**src/design/dht_pkg.sv**
```systemverilog
package dht_pkg;

    // ------------------------------------------------------------
    // Register map (byte addresses)
    // ------------------------------------------------------------
    localparam logic [7:0] DHT_ADDR_CTRL   = 8'h00;
    localparam logic [7:0] DHT_ADDR_STATUS = 8'h04;
    localparam logic [7:0] DHT_ADDR_TEMP   = 8'h08;
    localparam logic [7:0] DHT_ADDR_SENSE  = 8'h0C;
    localparam logic [7:0] DHT_ADDR_FHC    = 8'h10;
    localparam logic [7:0] DHT_ADDR_LOGSEL = 8'h14;
    localparam logic [7:0] DHT_ADDR_LOGDAT = 8'h18;
    localparam logic [7:0] DHT_ADDR_LOGLBA = 8'h1C;

    // ------------------------------------------------------------
    // Field values
    // ------------------------------------------------------------
    localparam logic [2:0] DHT_FC_NONE  = 3'h0;
    localparam logic [2:0] DHT_FC_SHORT = 3'h1;
    localparam logic [2:0] DHT_FC_EXT   = 3'h2;
    localparam logic [2:0] DHT_FC_ABORT = 3'h4;
    localparam logic [3:0] DHT_RES_PASS    = 4'h0;
    localparam logic [3:0] DHT_RES_ABORT   = 4'h1;
    localparam logic [3:0] DHT_RES_RESET   = 4'h2;
    localparam logic [3:0] DHT_RES_FAIL    = 4'h7;
    localparam logic [3:0] DHT_RES_RUNNING = 4'hF;
    localparam logic [23:0] DHT_SENSE_TEMP_WARN = 24'h010801;
    localparam logic [23:0] DHT_SENSE_NR_CAUSE  = 24'h020400;
    localparam logic [23:0] DHT_SENSE_NR_MANUAL = 24'h020403;
    localparam logic [23:0] DHT_SENSE_NONE      = 24'h000000;
    localparam logic [1:0] DHT_RESP_OKAY   = 2'h0;
    localparam logic [1:0] DHT_RESP_SLVERR = 2'h2;

    // ------------------------------------------------------------
    // Timing
    // ------------------------------------------------------------
    localparam int DHT_CLK_MHZ          = 100;
    localparam int DHT_TEMP_PERIOD_S    = 600;
    localparam longint DHT_TEMP_PERIOD_CYC = longint'(DHT_TEMP_PERIOD_S) * DHT_CLK_MHZ * 1000000;
    localparam int DHT_SHORT_BUDGET_S   = 120;
    localparam longint DHT_SHORT_BUDGET_CYC = longint'(DHT_SHORT_BUDGET_S) * DHT_CLK_MHZ * 1000000;

    typedef enum logic [2:0] {
        DHT_ST_IDLE,
        DHT_ST_ELEC,
        DHT_ST_SERVO,
        DHT_ST_SCAN,
        DHT_ST_DONE
    } dht_state_type;

endpackage : dht_pkg

```
**src/design/dht_attr_monitor.sv**
```systemverilog
`timescale 1ns/1ns
`default_nettype none
module dht_attr_monitor
    import dht_pkg::*;
#(
    parameter int CW        = 8,
    parameter int OPS_PER_IV = 16,
    parameter int ERR_LIMIT = 2,
    parameter logic [7:0] THRESHOLD = 8'h04
)(
    input  wire logic          mclk,
    input  wire logic          rst,
    input  wire logic          opStb,
    input  wire logic          errStb,
    output var  logic [CW-1:0] historyCount,
    output var  logic          predictFail
);
    typedef struct packed {
        logic [15:0]   ops;
        logic [15:0]   errs;
        logic [CW-1:0] hist;
        logic          fail;
    } dht_attr_type;

    dht_attr_type s_q, s_d;
    logic ivEnd;

    always_comb
    begin
        s_d = s_q;
        ivEnd = opStb && (s_q.ops == 16'(OPS_PER_IV - 1));
        if (opStb)
        begin
            s_d.ops = s_q.ops + 16'h0001;
        end
        if (errStb)
        begin
            s_d.errs = s_q.errs + 16'h0001;
        end
        if (ivEnd)
        begin
            if (s_d.errs > 16'(ERR_LIMIT))
            begin
                if (s_q.hist != {CW{1'b1}})
                begin
                    s_d.hist = s_q.hist + CW'(1);
                end
            end
            else if (s_q.hist != '0)
            begin
                s_d.hist = s_q.hist - CW'(1);
            end
            s_d.ops  = '0;
            s_d.errs = '0;
        end
        s_d.fail = (s_d.hist >= CW'(THRESHOLD));
    end

    always_ff @(posedge mclk)
    begin
        if (rst)
        begin
            s_q <= '0;
        end
        else
        begin
            s_q <= s_d;
        end
    end

    assign historyCount = s_q.hist;
    assign predictFail  = s_q.fail;
endmodule // dht_attr_monitor
`default_nettype wire

```
**src/design/dht_health_ctrl.sv**
```systemverilog
// Notes on behaviour
// History counts up on bad interval, down on good, floors at zero.
// Per-attribute counters; any at threshold flags predictive failure.
// Interval end clears operation and error counters; counting restarts.
// Temperature sampled at power-up, then every ten minutes.
// Sample above limit reports warning sense code 01-0801.
// Over-temperature also saves a health data frame.
// Warning gated by enable bit; method field chooses delivery.
// Diagnostic byte 1 bits 7:5 select test: 001b short, 010b extended.
// Every test runs electrical, then servo, then read/verify segments.
// Short test ends within 120 s, scanning only part of media.
// Extended test also verifies every block address.
// Test start inserts entry at head of 20-entry log, dropping oldest.
// New entry holds function code and result Fh, then log is committed.
// Finish or abort writes 4-bit result: zero pass, else failure cause.
// Failure records address, sense codes and replaceable unit code.
// Only unrecovered errors after retries count as failures.
// Retries and recovery stay enabled during self-test.
// Abort function code aborts background test; result logged 01.
// Bus or device reset aborts test; result logged 02. Here only busReset logs 02; rst clears the whole log.
// Spindle, servo or table faults report not-ready 02/04/00 or 02/04/03.
// Host checks ready before diagnostics; finds not-ready cause itself.
// Host reads the 20 latest results through the log read path.
// Predictive threshold is a fixed per-attribute constant.
// Running self-test reports not-ready.
`timescale 1ns/1ns
`default_nettype none
module dht_health_ctrl
    import dht_pkg::*;
#(
    parameter int     NATTR        = 4,
    parameter int     LOG_DEPTH    = 20,
    parameter longint TEMP_PERIOD  = DHT_TEMP_PERIOD_CYC,
    parameter longint SHORT_BUDGET = DHT_SHORT_BUDGET_CYC
)(
    input  wire logic             mclk,
    input  wire logic             rst,
    // AXI4-Lite slave
    input  wire logic [7:0]       s_axi_awaddr,
    input  wire logic             s_axi_awvalid,
    output var  logic             s_axi_awready,
    input  wire logic [31:0]      s_axi_wdata,
    input  wire logic [3:0]       s_axi_wstrb,
    input  wire logic             s_axi_wvalid,
    output var  logic             s_axi_wready,
    output var  logic [1:0]       s_axi_bresp,
    output var  logic             s_axi_bvalid,
    input  wire logic             s_axi_bready,
    input  wire logic [7:0]       s_axi_araddr,
    input  wire logic             s_axi_arvalid,
    output var  logic             s_axi_arready,
    output var  logic [31:0]      s_axi_rdata,
    output var  logic [1:0]       s_axi_rresp,
    output var  logic             s_axi_rvalid,
    input  wire logic             s_axi_rready,
    input  wire logic             busReset,
    input  wire logic [NATTR-1:0] attrOpStb,
    input  wire logic [NATTR-1:0] attrErrStb,
    input  wire logic [7:0]       tempValue,
    input  wire logic             spindleFault,
    input  wire logic             servoLockFault,
    input  wire logic             configTableFault,
    input  wire logic             segDone,
    input  wire logic             segUnrecoveredErr,
    input  wire logic [31:0]      segFailLba,
    input  wire logic [7:0]       segReplaceableUnit,
    output var  logic             tempSampleReq,
    output var  logic             segStart,
    output var  logic [2:0]       segSelect,
    output var  logic             fullMediaScan,
    output var  logic             retriesEnabled,
    output var  logic             frameSaveReq,
    output var  logic             logCommitReq,
    output var  logic             warnReport,
    output var  logic [1:0]       warnMethod,
    output var  logic             predictFail,
    output var  logic             driveReady
);
    localparam int LW = $clog2(LOG_DEPTH);
    localparam int CTRL_FC_LSB = 5;
    localparam int CTRL_EWARN  = 8;
    localparam int CTRL_MTH_LSB = 12;
    localparam int CTRL_LIM_LSB = 16;

    typedef struct packed {
        logic [2:0]  fc;
        logic [3:0]  res;
        logic [23:0] sense;
        logic [7:0]  replaceable_unit_code;
        logic [31:0] lba;
    } dht_entry_type;

    typedef struct packed {
        logic                      awDone, wDone;
        logic [7:0]                awAddr;
        logic [31:0]               wData;
        logic                      bValid, rValid;
        logic [1:0]                bResp, rResp;
        logic [31:0]               rData;
        logic                      warnEn;
        logic [1:0]                method;
        logic [7:0]                tempLimit;
        logic [7:0]                lastTemp;
        logic                      warnPend, warnPulse, frameReq, sampReq, sampPend;
        logic [23:0]               sense;
        logic [39:0]               tempCnt;
        logic [39:0]               testCnt;
        dht_state_type             st;
        logic [2:0]                curFc;
        logic                      segGo, commit;
        logic [LW-1:0]             logSel;
        logic [LW:0]               logCount;
        dht_entry_type [LOG_DEPTH-1:0] log;
        logic                      ready;
    } dht_state_pack_type;

    dht_state_pack_type s_q, s_d;
    logic [NATTR-1:0] attrFail;
    logic [NATTR*8-1:0] attrHist;

    genvar g;
    generate
        for (g = 0; g < NATTR; g++)
        begin : gAttr
            dht_attr_monitor u_attr (
                .mclk         (mclk),
                .rst          (rst),
                .opStb        (attrOpStb[g]),
                .errStb       (attrErrStb[g]),
                .historyCount (attrHist[g*8 +: 8]),
                .predictFail  (attrFail[g])
            );
        end
    endgenerate

    function automatic logic [31:0] entryWord(input dht_entry_type e);
        entryWord = {e.replaceable_unit_code, e.sense[23:16], e.sense[15:8], 1'b0, e.fc, e.res};
    endfunction

    // ------------------------------------------------------------
    // Next-state logic
    // ------------------------------------------------------------
    always_comb
    begin
        logic           wrFire;
        logic           abortReq;
        logic           startReq;
        logic [2:0]     fcReq;
        logic           notReadyHw;
        logic [3:0]     finRes;
        logic           finish;
        dht_entry_type  newEntry;
        wrFire     = 1'b0;
        abortReq   = 1'b0;
        startReq   = 1'b0;
        fcReq      = DHT_FC_NONE;
        finRes     = DHT_RES_PASS;
        finish     = 1'b0;
        newEntry   = '0;
        s_d        = s_q;
        s_d.segGo  = 1'b0;
        s_d.commit = 1'b0;
        s_d.warnPulse = 1'b0;
        s_d.frameReq  = 1'b0;
        s_d.sampReq   = 1'b0;
        notReadyHw = spindleFault || servoLockFault || configTableFault;

        // ---------------- Write channel ----------------
        if (s_axi_awvalid && !s_q.awDone)
        begin
            s_d.awDone = 1'b1;
            s_d.awAddr = s_axi_awaddr;
        end
        if (s_axi_wvalid && !s_q.wDone)
        begin
            s_d.wDone = 1'b1;
            s_d.wData = s_axi_wdata;
        end
        if (s_q.awDone && s_q.wDone && !s_q.bValid)
        begin
            wrFire     = 1'b1;
            s_d.awDone = 1'b0;
            s_d.wDone  = 1'b0;
            s_d.bValid = 1'b1;
            s_d.bResp  = DHT_RESP_OKAY;
            if (s_q.awAddr == DHT_ADDR_CTRL)
            begin
                fcReq = s_q.wData[CTRL_FC_LSB +: 3];
                if (s_axi_wstrb[1])
                begin
                    s_d.warnEn = s_q.wData[CTRL_EWARN];
                    s_d.method = s_q.wData[CTRL_MTH_LSB +: 2];
                end
                if (s_axi_wstrb[2])
                begin
                    s_d.tempLimit = s_q.wData[CTRL_LIM_LSB +: 8];
                end
            end
            else if (s_q.awAddr == DHT_ADDR_LOGSEL)
            begin
                s_d.logSel = s_q.wData[LW-1:0];
            end
            else if (s_q.awAddr == DHT_ADDR_SENSE || s_q.awAddr == DHT_ADDR_STATUS)
            begin
                s_d.sense = DHT_SENSE_NONE;
            end
            else
            begin
                s_d.bResp = DHT_RESP_SLVERR;
            end
        end
        if (s_q.bValid && s_axi_bready)
        begin
            s_d.bValid = 1'b0;
        end

        // ---------------- Read channel ----------------
        if (s_axi_arvalid && !s_q.rValid)
        begin
            s_d.rValid = 1'b1;
            s_d.rResp  = DHT_RESP_OKAY;
            if (s_axi_araddr == DHT_ADDR_CTRL)
            begin
                s_d.rData = {8'h00, s_q.tempLimit, 2'h0, s_q.method, 3'h0, s_q.warnEn, s_q.curFc, 5'h00};
            end
            else if (s_axi_araddr == DHT_ADDR_STATUS)
            begin
                s_d.rData = {24'h000000, 3'h0, s_q.st != DHT_ST_IDLE, s_q.ready, s_q.warnPend,
                             |attrFail, 1'b0};
            end
            else if (s_axi_araddr == DHT_ADDR_TEMP)
            begin
                s_d.rData = {24'h000000, s_q.lastTemp};
            end
            else if (s_axi_araddr == DHT_ADDR_SENSE)
            begin
                s_d.rData = {8'h00, s_q.sense};
            end
            else if (s_axi_araddr == DHT_ADDR_FHC)
            begin
                s_d.rData = attrHist[31:0];
            end
            else if (s_axi_araddr == DHT_ADDR_LOGSEL)
            begin
                s_d.rData = {16'h0000, 3'h0, 5'(s_q.logCount), 3'h0, 5'(s_q.logSel)};
            end
            else if (s_axi_araddr == DHT_ADDR_LOGDAT)
            begin
                s_d.rData = (s_q.logSel < LW'(s_q.logCount)) ? entryWord(s_q.log[s_q.logSel]) : '0;
            end
            else if (s_axi_araddr == DHT_ADDR_LOGLBA)
            begin
                s_d.rData = s_q.log[s_q.logSel].lba;
            end
            else
            begin
                s_d.rData = '0;
                s_d.rResp = DHT_RESP_SLVERR;
            end
        end
        if (s_q.rValid && s_axi_rready)
        begin
            s_d.rValid = 1'b0;
        end

        // ---------------- Thermal monitor ----------------
        if (s_q.tempCnt == 40'(TEMP_PERIOD - 1))
        begin
            s_d.tempCnt = '0;
            s_d.sampReq = 1'b1;
            s_d.sampPend = 1'b1;
        end
        else
        begin
            s_d.tempCnt = s_q.tempCnt + 40'h1;
        end
        if (s_q.sampPend)
        begin
            s_d.sampPend = 1'b0;
            s_d.lastTemp = tempValue;
            if (tempValue > s_q.tempLimit)
            begin
                s_d.frameReq = 1'b1;
                if (s_q.warnEn)
                begin
                    s_d.warnPend  = 1'b1;
                    s_d.warnPulse = 1'b1;
                    s_d.sense     = DHT_SENSE_TEMP_WARN;
                end
            end
        end

        // ---------------- Self-test sequencer ----------------
        abortReq = (fcReq == DHT_FC_ABORT) && (s_q.st != DHT_ST_IDLE);
        startReq = (fcReq == DHT_FC_SHORT || fcReq == DHT_FC_EXT) && s_q.st == DHT_ST_IDLE && s_q.ready;
        case (s_q.st)
            DHT_ST_IDLE:
            begin
                if (startReq)
                begin
                    newEntry.fc  = fcReq;
                    newEntry.res = DHT_RES_RUNNING;
                    for (int i = LOG_DEPTH - 1; i > 0; i--)
                    begin
                        s_d.log[i] = s_q.log[i-1];
                    end
                    s_d.log[0] = newEntry;
                    if (s_q.logCount != (LW+1)'(LOG_DEPTH))
                    begin
                        s_d.logCount = s_q.logCount + (LW+1)'(1);
                    end
                    s_d.commit = 1'b1;
                    s_d.curFc  = fcReq;
                    s_d.testCnt = '0;
                    s_d.st     = DHT_ST_ELEC;
                    s_d.segGo  = 1'b1;
                end
            end
            DHT_ST_ELEC, DHT_ST_SERVO, DHT_ST_SCAN:
            begin
                s_d.testCnt = s_q.testCnt + 40'h1;
                if (segDone && segUnrecoveredErr)
                begin
                    finish = 1'b1;
                    finRes = DHT_RES_FAIL;
                    s_d.log[0].lba   = segFailLba;
                    s_d.log[0].sense = {8'h04, 8'h40, 5'h00, 3'(s_q.st)};
                    s_d.log[0].replaceable_unit_code   = segReplaceableUnit;
                end
                else if (s_q.curFc == DHT_FC_SHORT && s_q.testCnt == 40'(SHORT_BUDGET - 1))
                begin
                    finish = 1'b1;
                end
                else if (segDone)
                begin
                    s_d.segGo = (s_q.st != DHT_ST_SCAN);
                    if (s_q.st == DHT_ST_ELEC)
                    begin
                        s_d.st = DHT_ST_SERVO;
                    end
                    else if (s_q.st == DHT_ST_SERVO)
                    begin
                        s_d.st = DHT_ST_SCAN;
                    end
                    else
                    begin
                        finish = 1'b1;
                    end
                end
                if (abortReq)
                begin
                    finish = 1'b1;
                    finRes = DHT_RES_ABORT;
                end
                if (busReset)
                begin
                    finish = 1'b1;
                    finRes = DHT_RES_RESET;
                end
                if (finish)
                begin
                    s_d.log[0].res = finRes;
                    s_d.commit = 1'b1;
                    s_d.segGo  = 1'b0;
                    s_d.st     = DHT_ST_DONE;
                end
            end
            default:
            begin
                s_d.st = DHT_ST_IDLE;
            end
        endcase

        s_d.ready = !notReadyHw && (s_d.st == DHT_ST_IDLE);
        if (notReadyHw && !s_q.warnPend)
        begin
            s_d.sense = servoLockFault ? DHT_SENSE_NR_MANUAL : DHT_SENSE_NR_CAUSE;
        end
        if (wrFire && s_q.awAddr == DHT_ADDR_STATUS && !s_d.warnPulse)
        begin
            s_d.warnPend = 1'b0;
        end
    end

    // ------------------------------------------------------------
    // State register
    // ------------------------------------------------------------
    always_ff @(posedge mclk)
    begin
        if (rst)
        begin
            s_q         <= '0;
            s_q.sampPend <= 1'b1; // Power-up sample
            s_q.sampReq <= 1'b1;
        end
        else
        begin
            s_q <= s_d;
        end
    end

    always_ff @(posedge mclk)
    begin
        if (rst)
        begin
            predictFail <= 1'b0;
        end
        else
        begin
            predictFail <= |attrFail;
        end
    end

    assign s_axi_awready = !s_q.awDone;
    assign s_axi_wready  = !s_q.wDone;
    assign s_axi_bvalid  = s_q.bValid;
    assign s_axi_bresp   = s_q.bResp;
    assign s_axi_arready = !s_q.rValid;
    assign s_axi_rvalid  = s_q.rValid;
    assign s_axi_rdata   = s_q.rData;
    assign s_axi_rresp   = s_q.rResp;
    assign tempSampleReq = s_q.sampReq;
    assign segStart      = s_q.segGo;
    assign segSelect     = 3'(s_q.st);
    assign fullMediaScan = (s_q.curFc == DHT_FC_EXT);
    assign retriesEnabled = 1'b1 | s_q.ready;
    assign frameSaveReq  = s_q.frameReq;
    assign logCommitReq  = s_q.commit;
    assign warnReport    = s_q.warnPulse;
    assign warnMethod    = s_q.method;
    assign driveReady    = s_q.ready;
endmodule // dht_health_ctrl
`default_nettype wire

```
**config.mk**
```make
export PLATFORM = sky130hd
export DESIGN_NAME = dht_health_ctrl
export DESIGN_NICKNAME = d
export VERILOG_FILES = /design/src/design/dht_pkg.sv /design/src/design/dht_attr_monitor.sv /design/src/design/dht_health_ctrl.sv
export SDC_FILE = /design/constraint.sdc
export NUM_CORES = 2
export LEC_CHECK = 0
export BUFFER_PORTS_ARGS = -buffer_cell sky130_fd_sc_hd__clkbuf_2
export CAP_MARGIN = 10
export CORE_UTILIZATION = 45
export DETAILED_ROUTE_END_ITERATION = 10
export PLACE_DENSITY = 0.59
export SLEW_MARGIN = 20
export SYNTH_ARGS = -nofsm -noshare
export SYNTH_HDL_FRONTEND = slang
export SYNTH_HIERARCHICAL = 1
export SYNTH_SLANG_ARGS = --single-unit
```
**constraint.sdc**
```tcl
create_clock -name mclk -period 7.68 [get_ports mclk]
set_clock_uncertainty 0.2 [all_clocks]
set_input_delay 2.304 -clock mclk [delete_from_list [all_inputs] [get_ports mclk]]
set_output_delay 2.304 -clock mclk [all_outputs]
set_load 0.05 [all_outputs]
```
# Word-level counts from Yosys, hierarchy flattened
# Cells that the tools add are included.
# totals
inputBits,121
register_bits,1802
elab_cells,359
# op_classes
reduce_logical,63
addsub,19
eq_ne,33
n_bitwise,2
muxes,87
order_cmp,11
# op_table
cell,count
$bmux 71 s5,1
$mux 32,9
$mux 24,7
$pmux 68 s2,1
$add 16x1->16 const B,8
$mux 8,16
$add 40x1->40 const B,2
$pmux 40 s2,1
$mux 71,1
$mux 68,1
$eq 16x4->1 const B,4
$gt 16x2->1 const B,4
$mux 16,4
$mux 64,1
$mux 48,1
$eq 40x34->1 const B,1
$eq 40x36->1 const B,1
$eq 8x5->1 const B,5
$add 8x1->8 const B,4
$ge 8x3->1 const B,4
$mux 2,16
$ne 8x8->1 const B,4
$reduce_bool 8->1,4
$sub 8x1->8 const B,4
other kinds (31),111

# Logic depth before layout (Yosys ltp)
# logic_depth
word_depth,13
depth_mapped,13
ltp_nobuf,10

# Hierarchy
# Netlist, hierarchy kept.
# by_module_without_submodules
module,n_inst,area_per_inst_um2,cells_each
dht_health_ctrl,1,50457.1,6014
dht_attr_monitor,4,2423.6,300

# Worst setup path after synthesis
# Ideal clock, no wire load.
# synth_path
path_kind,input to register
startpoint,in attrErrStb[0]
endpoint,reg gAttr[0].u_attr.s_q (netlist bit gAttr[0].u_attr/predictFail)
path_stages,11
setup_ns,0.139
arrival_time_ns,4.580
path_buffers,2
setup_slack_ns,2.762
required_ns,7.341
cell_sequence,buf_4 -> nand4_4 -> or4b_1 -> o311ai_1 -> o221ai_1 -> or4b_1 -> buf_2 -> mux2i_1 -> a221oi_1 -> and4_4 -> a41oi_2
# synth_via
elab_chain_len,5
# synth_rtl
element,line,source
from (decl),dht_health_ctrl.sv:58,"input wire logic [NATTR-1:0] attrErrStb,"
$mux 16,dht_attr_monitor.sv:36,if (errStb)
$gt 16x2->1,dht_attr_monitor.sv:42,if (s_d.errs > 16'(ERR_LIMIT))
$mux 8,dht_attr_monitor.sv:42,
$mux 8,dht_attr_monitor.sv:40,if (ivEnd)
$ge 8x3->1,dht_attr_monitor.sv:56,s_d.fail = (s_d.hist >= CW'(THRESHOLD));
to (signal assigned),dht_attr_monitor.sv:63,s_q <= '0;
to (signal assigned),dht_attr_monitor.sv:67,s_q <= s_d;
to (decl),dht_attr_monitor.sv:25,"dht_attr_type s_q, s_d;"
# No other way between the ends.
# A chain may end at the register's enable or synchronous reset.

==> flow_summary.toml <==
[grt]
grt_max_degree = 237
grt_antenna_before_repair = 5
grt_use_total_pct = 23.16
grt_pass1_wl_um = 253900
grt_overflow_total = 0
grt_pass1_vias = 45420

[sta]
timing.fmax_ghz = 0.1996
fin_tns_setup_ns = 0
worst_pin_slew_ns = 1.157
setup_violations = 0
grt_setup_unrepaired = "false"
slew_headroom_pct = 22.89
fin_ws_ns = 2.671
finalCriticalPeriod_ns = 5.009
finalHoldViolations = 0
finalMaxSlewViolations = 0
fin_crit_sh_pct = 65.22

[drt]
ant_nets = 0
viasPerCell = 5.575
vias = 49390
drc = 0
wl_per_cell_um = 18.05
wl_um = 159900
first_pass_iters = 6
drt_iter0_markers = 4694

[setup_path]
worstSetupPathType = "reg2out"
cp_max_fo = 6
r2r_slack_ns = 3.61
cp.required_ns = 5.18
crit_path_end_kind = "primary output"
startpoint_type = "register"
critical_path_arrival_ns = 2.51

[clocking]
cts_buffers = 148
clk_pin_slew_worst_paths_ns = 0.06
clk_path_buf_depth = 3
cts_max_level = 4
cts_hold_buffers = 0
clockRootBuffer = "clkbuf_16"
cts_sinks = 1335
cts-resized-gates = 0
cts_tree = "yes"
clock_latency_ns = 0.78
cts_setup_buffers = 0

[min_path]
hold_class = "reg2reg"

[run_status]
status = "finished, final reports clean"

[finish]
n_antenna_cell = 0
n_fill_cell = 12490
layout-drive-gt1-share_pct = 10.70
finalNetCount = 7146
syn2layout_area_growth_pct = 9.833
multi_input_area_mm2 = 0.03047
final_cell_mix = "nand2_1 (2125), dfxtp_1 (1331), a21oi_1 (1148)"
fin_area_mm2 = 0.06607
regArea_mm2 = 0.02674
layout.cells.most_common = "nand2_1"

[synth]
muxShareOfSynthArea_pct = 10.81
synth-compound-area-share_pct = 13.71
synth-seq-cells = 1335
synth_edf_count = 0
ys_async_sr_fraction_pct = 0
synth_area_per_cell_um2 = 8.338
synth_top_family_by_area = "simple AND/OR/NAND/NOR gates"
synth-xor-area-share_pct = 2.927
synth_seq_area_share_pct = 44.43
synthesis.area_mm2 = 0.06015
yosys.area_share.simple_pct = 22.37
synth_cell_types = 84
synthCells = 7214
yosysWarnings = 6
yosys.area_share.adder_pct = 0.7488
synthFlopType = "dfxtp_1"

[floorplan]
start_util_pct = 45.58
core_mm2 = 0.1320
chipWidth_um = 367.6
pin_count = 176
die-area_mm2 = 0.1351
rows = 133
die_y_um = 367.6

[power_and_ir_drop]
ir_drop_mv = 0.1997
powerDensity_mw_per_mm2 = 220.2
leakage_nw = 21.29

[flow_run]
maxCapViolations = 0

[place]
numPortBuffers = 157
gp_congestion = 0.8653
pre_cts_slack_ns = 2.004
dp_hpwl_um = 104100
place_area_mm2 = 0.06110
layer usage:
| metal | vias to the layer above | share of wire (%) | GRT usage, % |
|---|---|---|---|
| met2 | 1189 | 45 | 36.17 |
| met5 | - | 0 | 0 |
| met1 | 23710 | 46 | 32.24 |
| met3 | 232 | 6.2 | 4.620 |
| met4 | 0 | 2.4 | 6.739 |
| li1 | 24260 | - | - |
synth_stat cells, types with 52 or more instances:
master	count	share of area [%]
and3_1	55	0.57
nor2_1	369	2.3
nand2_1	2125	13
nand4_1	74	0.77
buf_2	68	0.57
mux2i_1	130	2.2
a21oi_1	1148	9.6
xnor2_1	110	1.6
mux4_2	228	8.5
inv_1	52	0.32
buf_4	103	1.3
dfxtp_1	1335	44
nand3_1	130	1.1
o21ai_0	77	0.64
clkbuf_1	393	2.5
nor3_1	61	0.51
xor2_1	91	1.3
through the flow:
step	utilization, %	total power, mW	cells	hold WS (ns)
2_1_floorplan	-	7.408	7215	0.2168
3_3_place_gp	46.30	7.512	8594	0.2277
3_5_place_dp	46.30	7.516	8594	0.2361
4_1_cts	50.06	14.72	8859	0.2490
5_1_grt	50.06	15.04	8859	0.2595
6_report	50.06	14.55	8859	0.2481
worst max-delay path, cell delays in order (launching register included):
cell and delay, ns:
dfxtp_1 0.58, inv_1 0.24, nor3_1 0.53, clkbuf_2 0.38
sequential cells by signal, indices dropped and copies added (netlist names), 2 cells and up:
signal and cells:
gAttr.u_attr/historyCount 32, gAttr.u_attr/predictFail 4, gAttr.u_attr/s_q 128, s_axi_rdata 32
s_q 1123, segSelect 3, warnMethod 2
worst paths after layout:
kind	start	end	cells past startpoint
setup / recovery	s_q[70]$_SDFFE_PP0P_	fullMediaScan	3
hold / removal	s_q[98]$_SDFFE_PP0P_	s_q[169]$_SDFFE_PP0P_	2
setup reg to reg	s_q[1427]$_SDFFE_PP0P_	s_axi_rdata[21]$_SDFFE_PP0P_	7
hold reg to reg	s_q[98]$_SDFFE_PP0P_	s_q[169]$_SDFFE_PP0P_	2
layout make-up:
cell class                      count  share of cell area (%)
Multi-Input combinational cell   5219                   46.12
Clock inverter                     46                  0.8712
Tap cell                         1755                   3.324
Clock buffer                      219                   6.636
Timing Repair Buffer              232                   2.271
Inverter                           53                  0.3011
Sequential cell                  1335                   40.48
power breakdown:
| group | internal, mW | switching [mW] | leakage [nW] |
|---|---|---|---|
| clock | 4.22 | 2.96 | 2.45 |
| combinational | 0.0995 | 0.278 | 8.08 |
| sequential | 6.96 | 0.0343 | 10.8 |
| total | 11.3 | 3.28 | 21.3 |
cells by family (layout without fill, tap and decap cells):
family | Yosys count | count (layout)
compound gates | 1488 | 1488
other cells | 2 | 3
flops | 1335 | 1335
buf+inv | 661 | 550
xor+xnor | 201 | 201
mux | 364 | 364
simple gates | 3127 | 3127
fa+ha+maj | 36 | 36
Power figures use the tool's default switching activity.
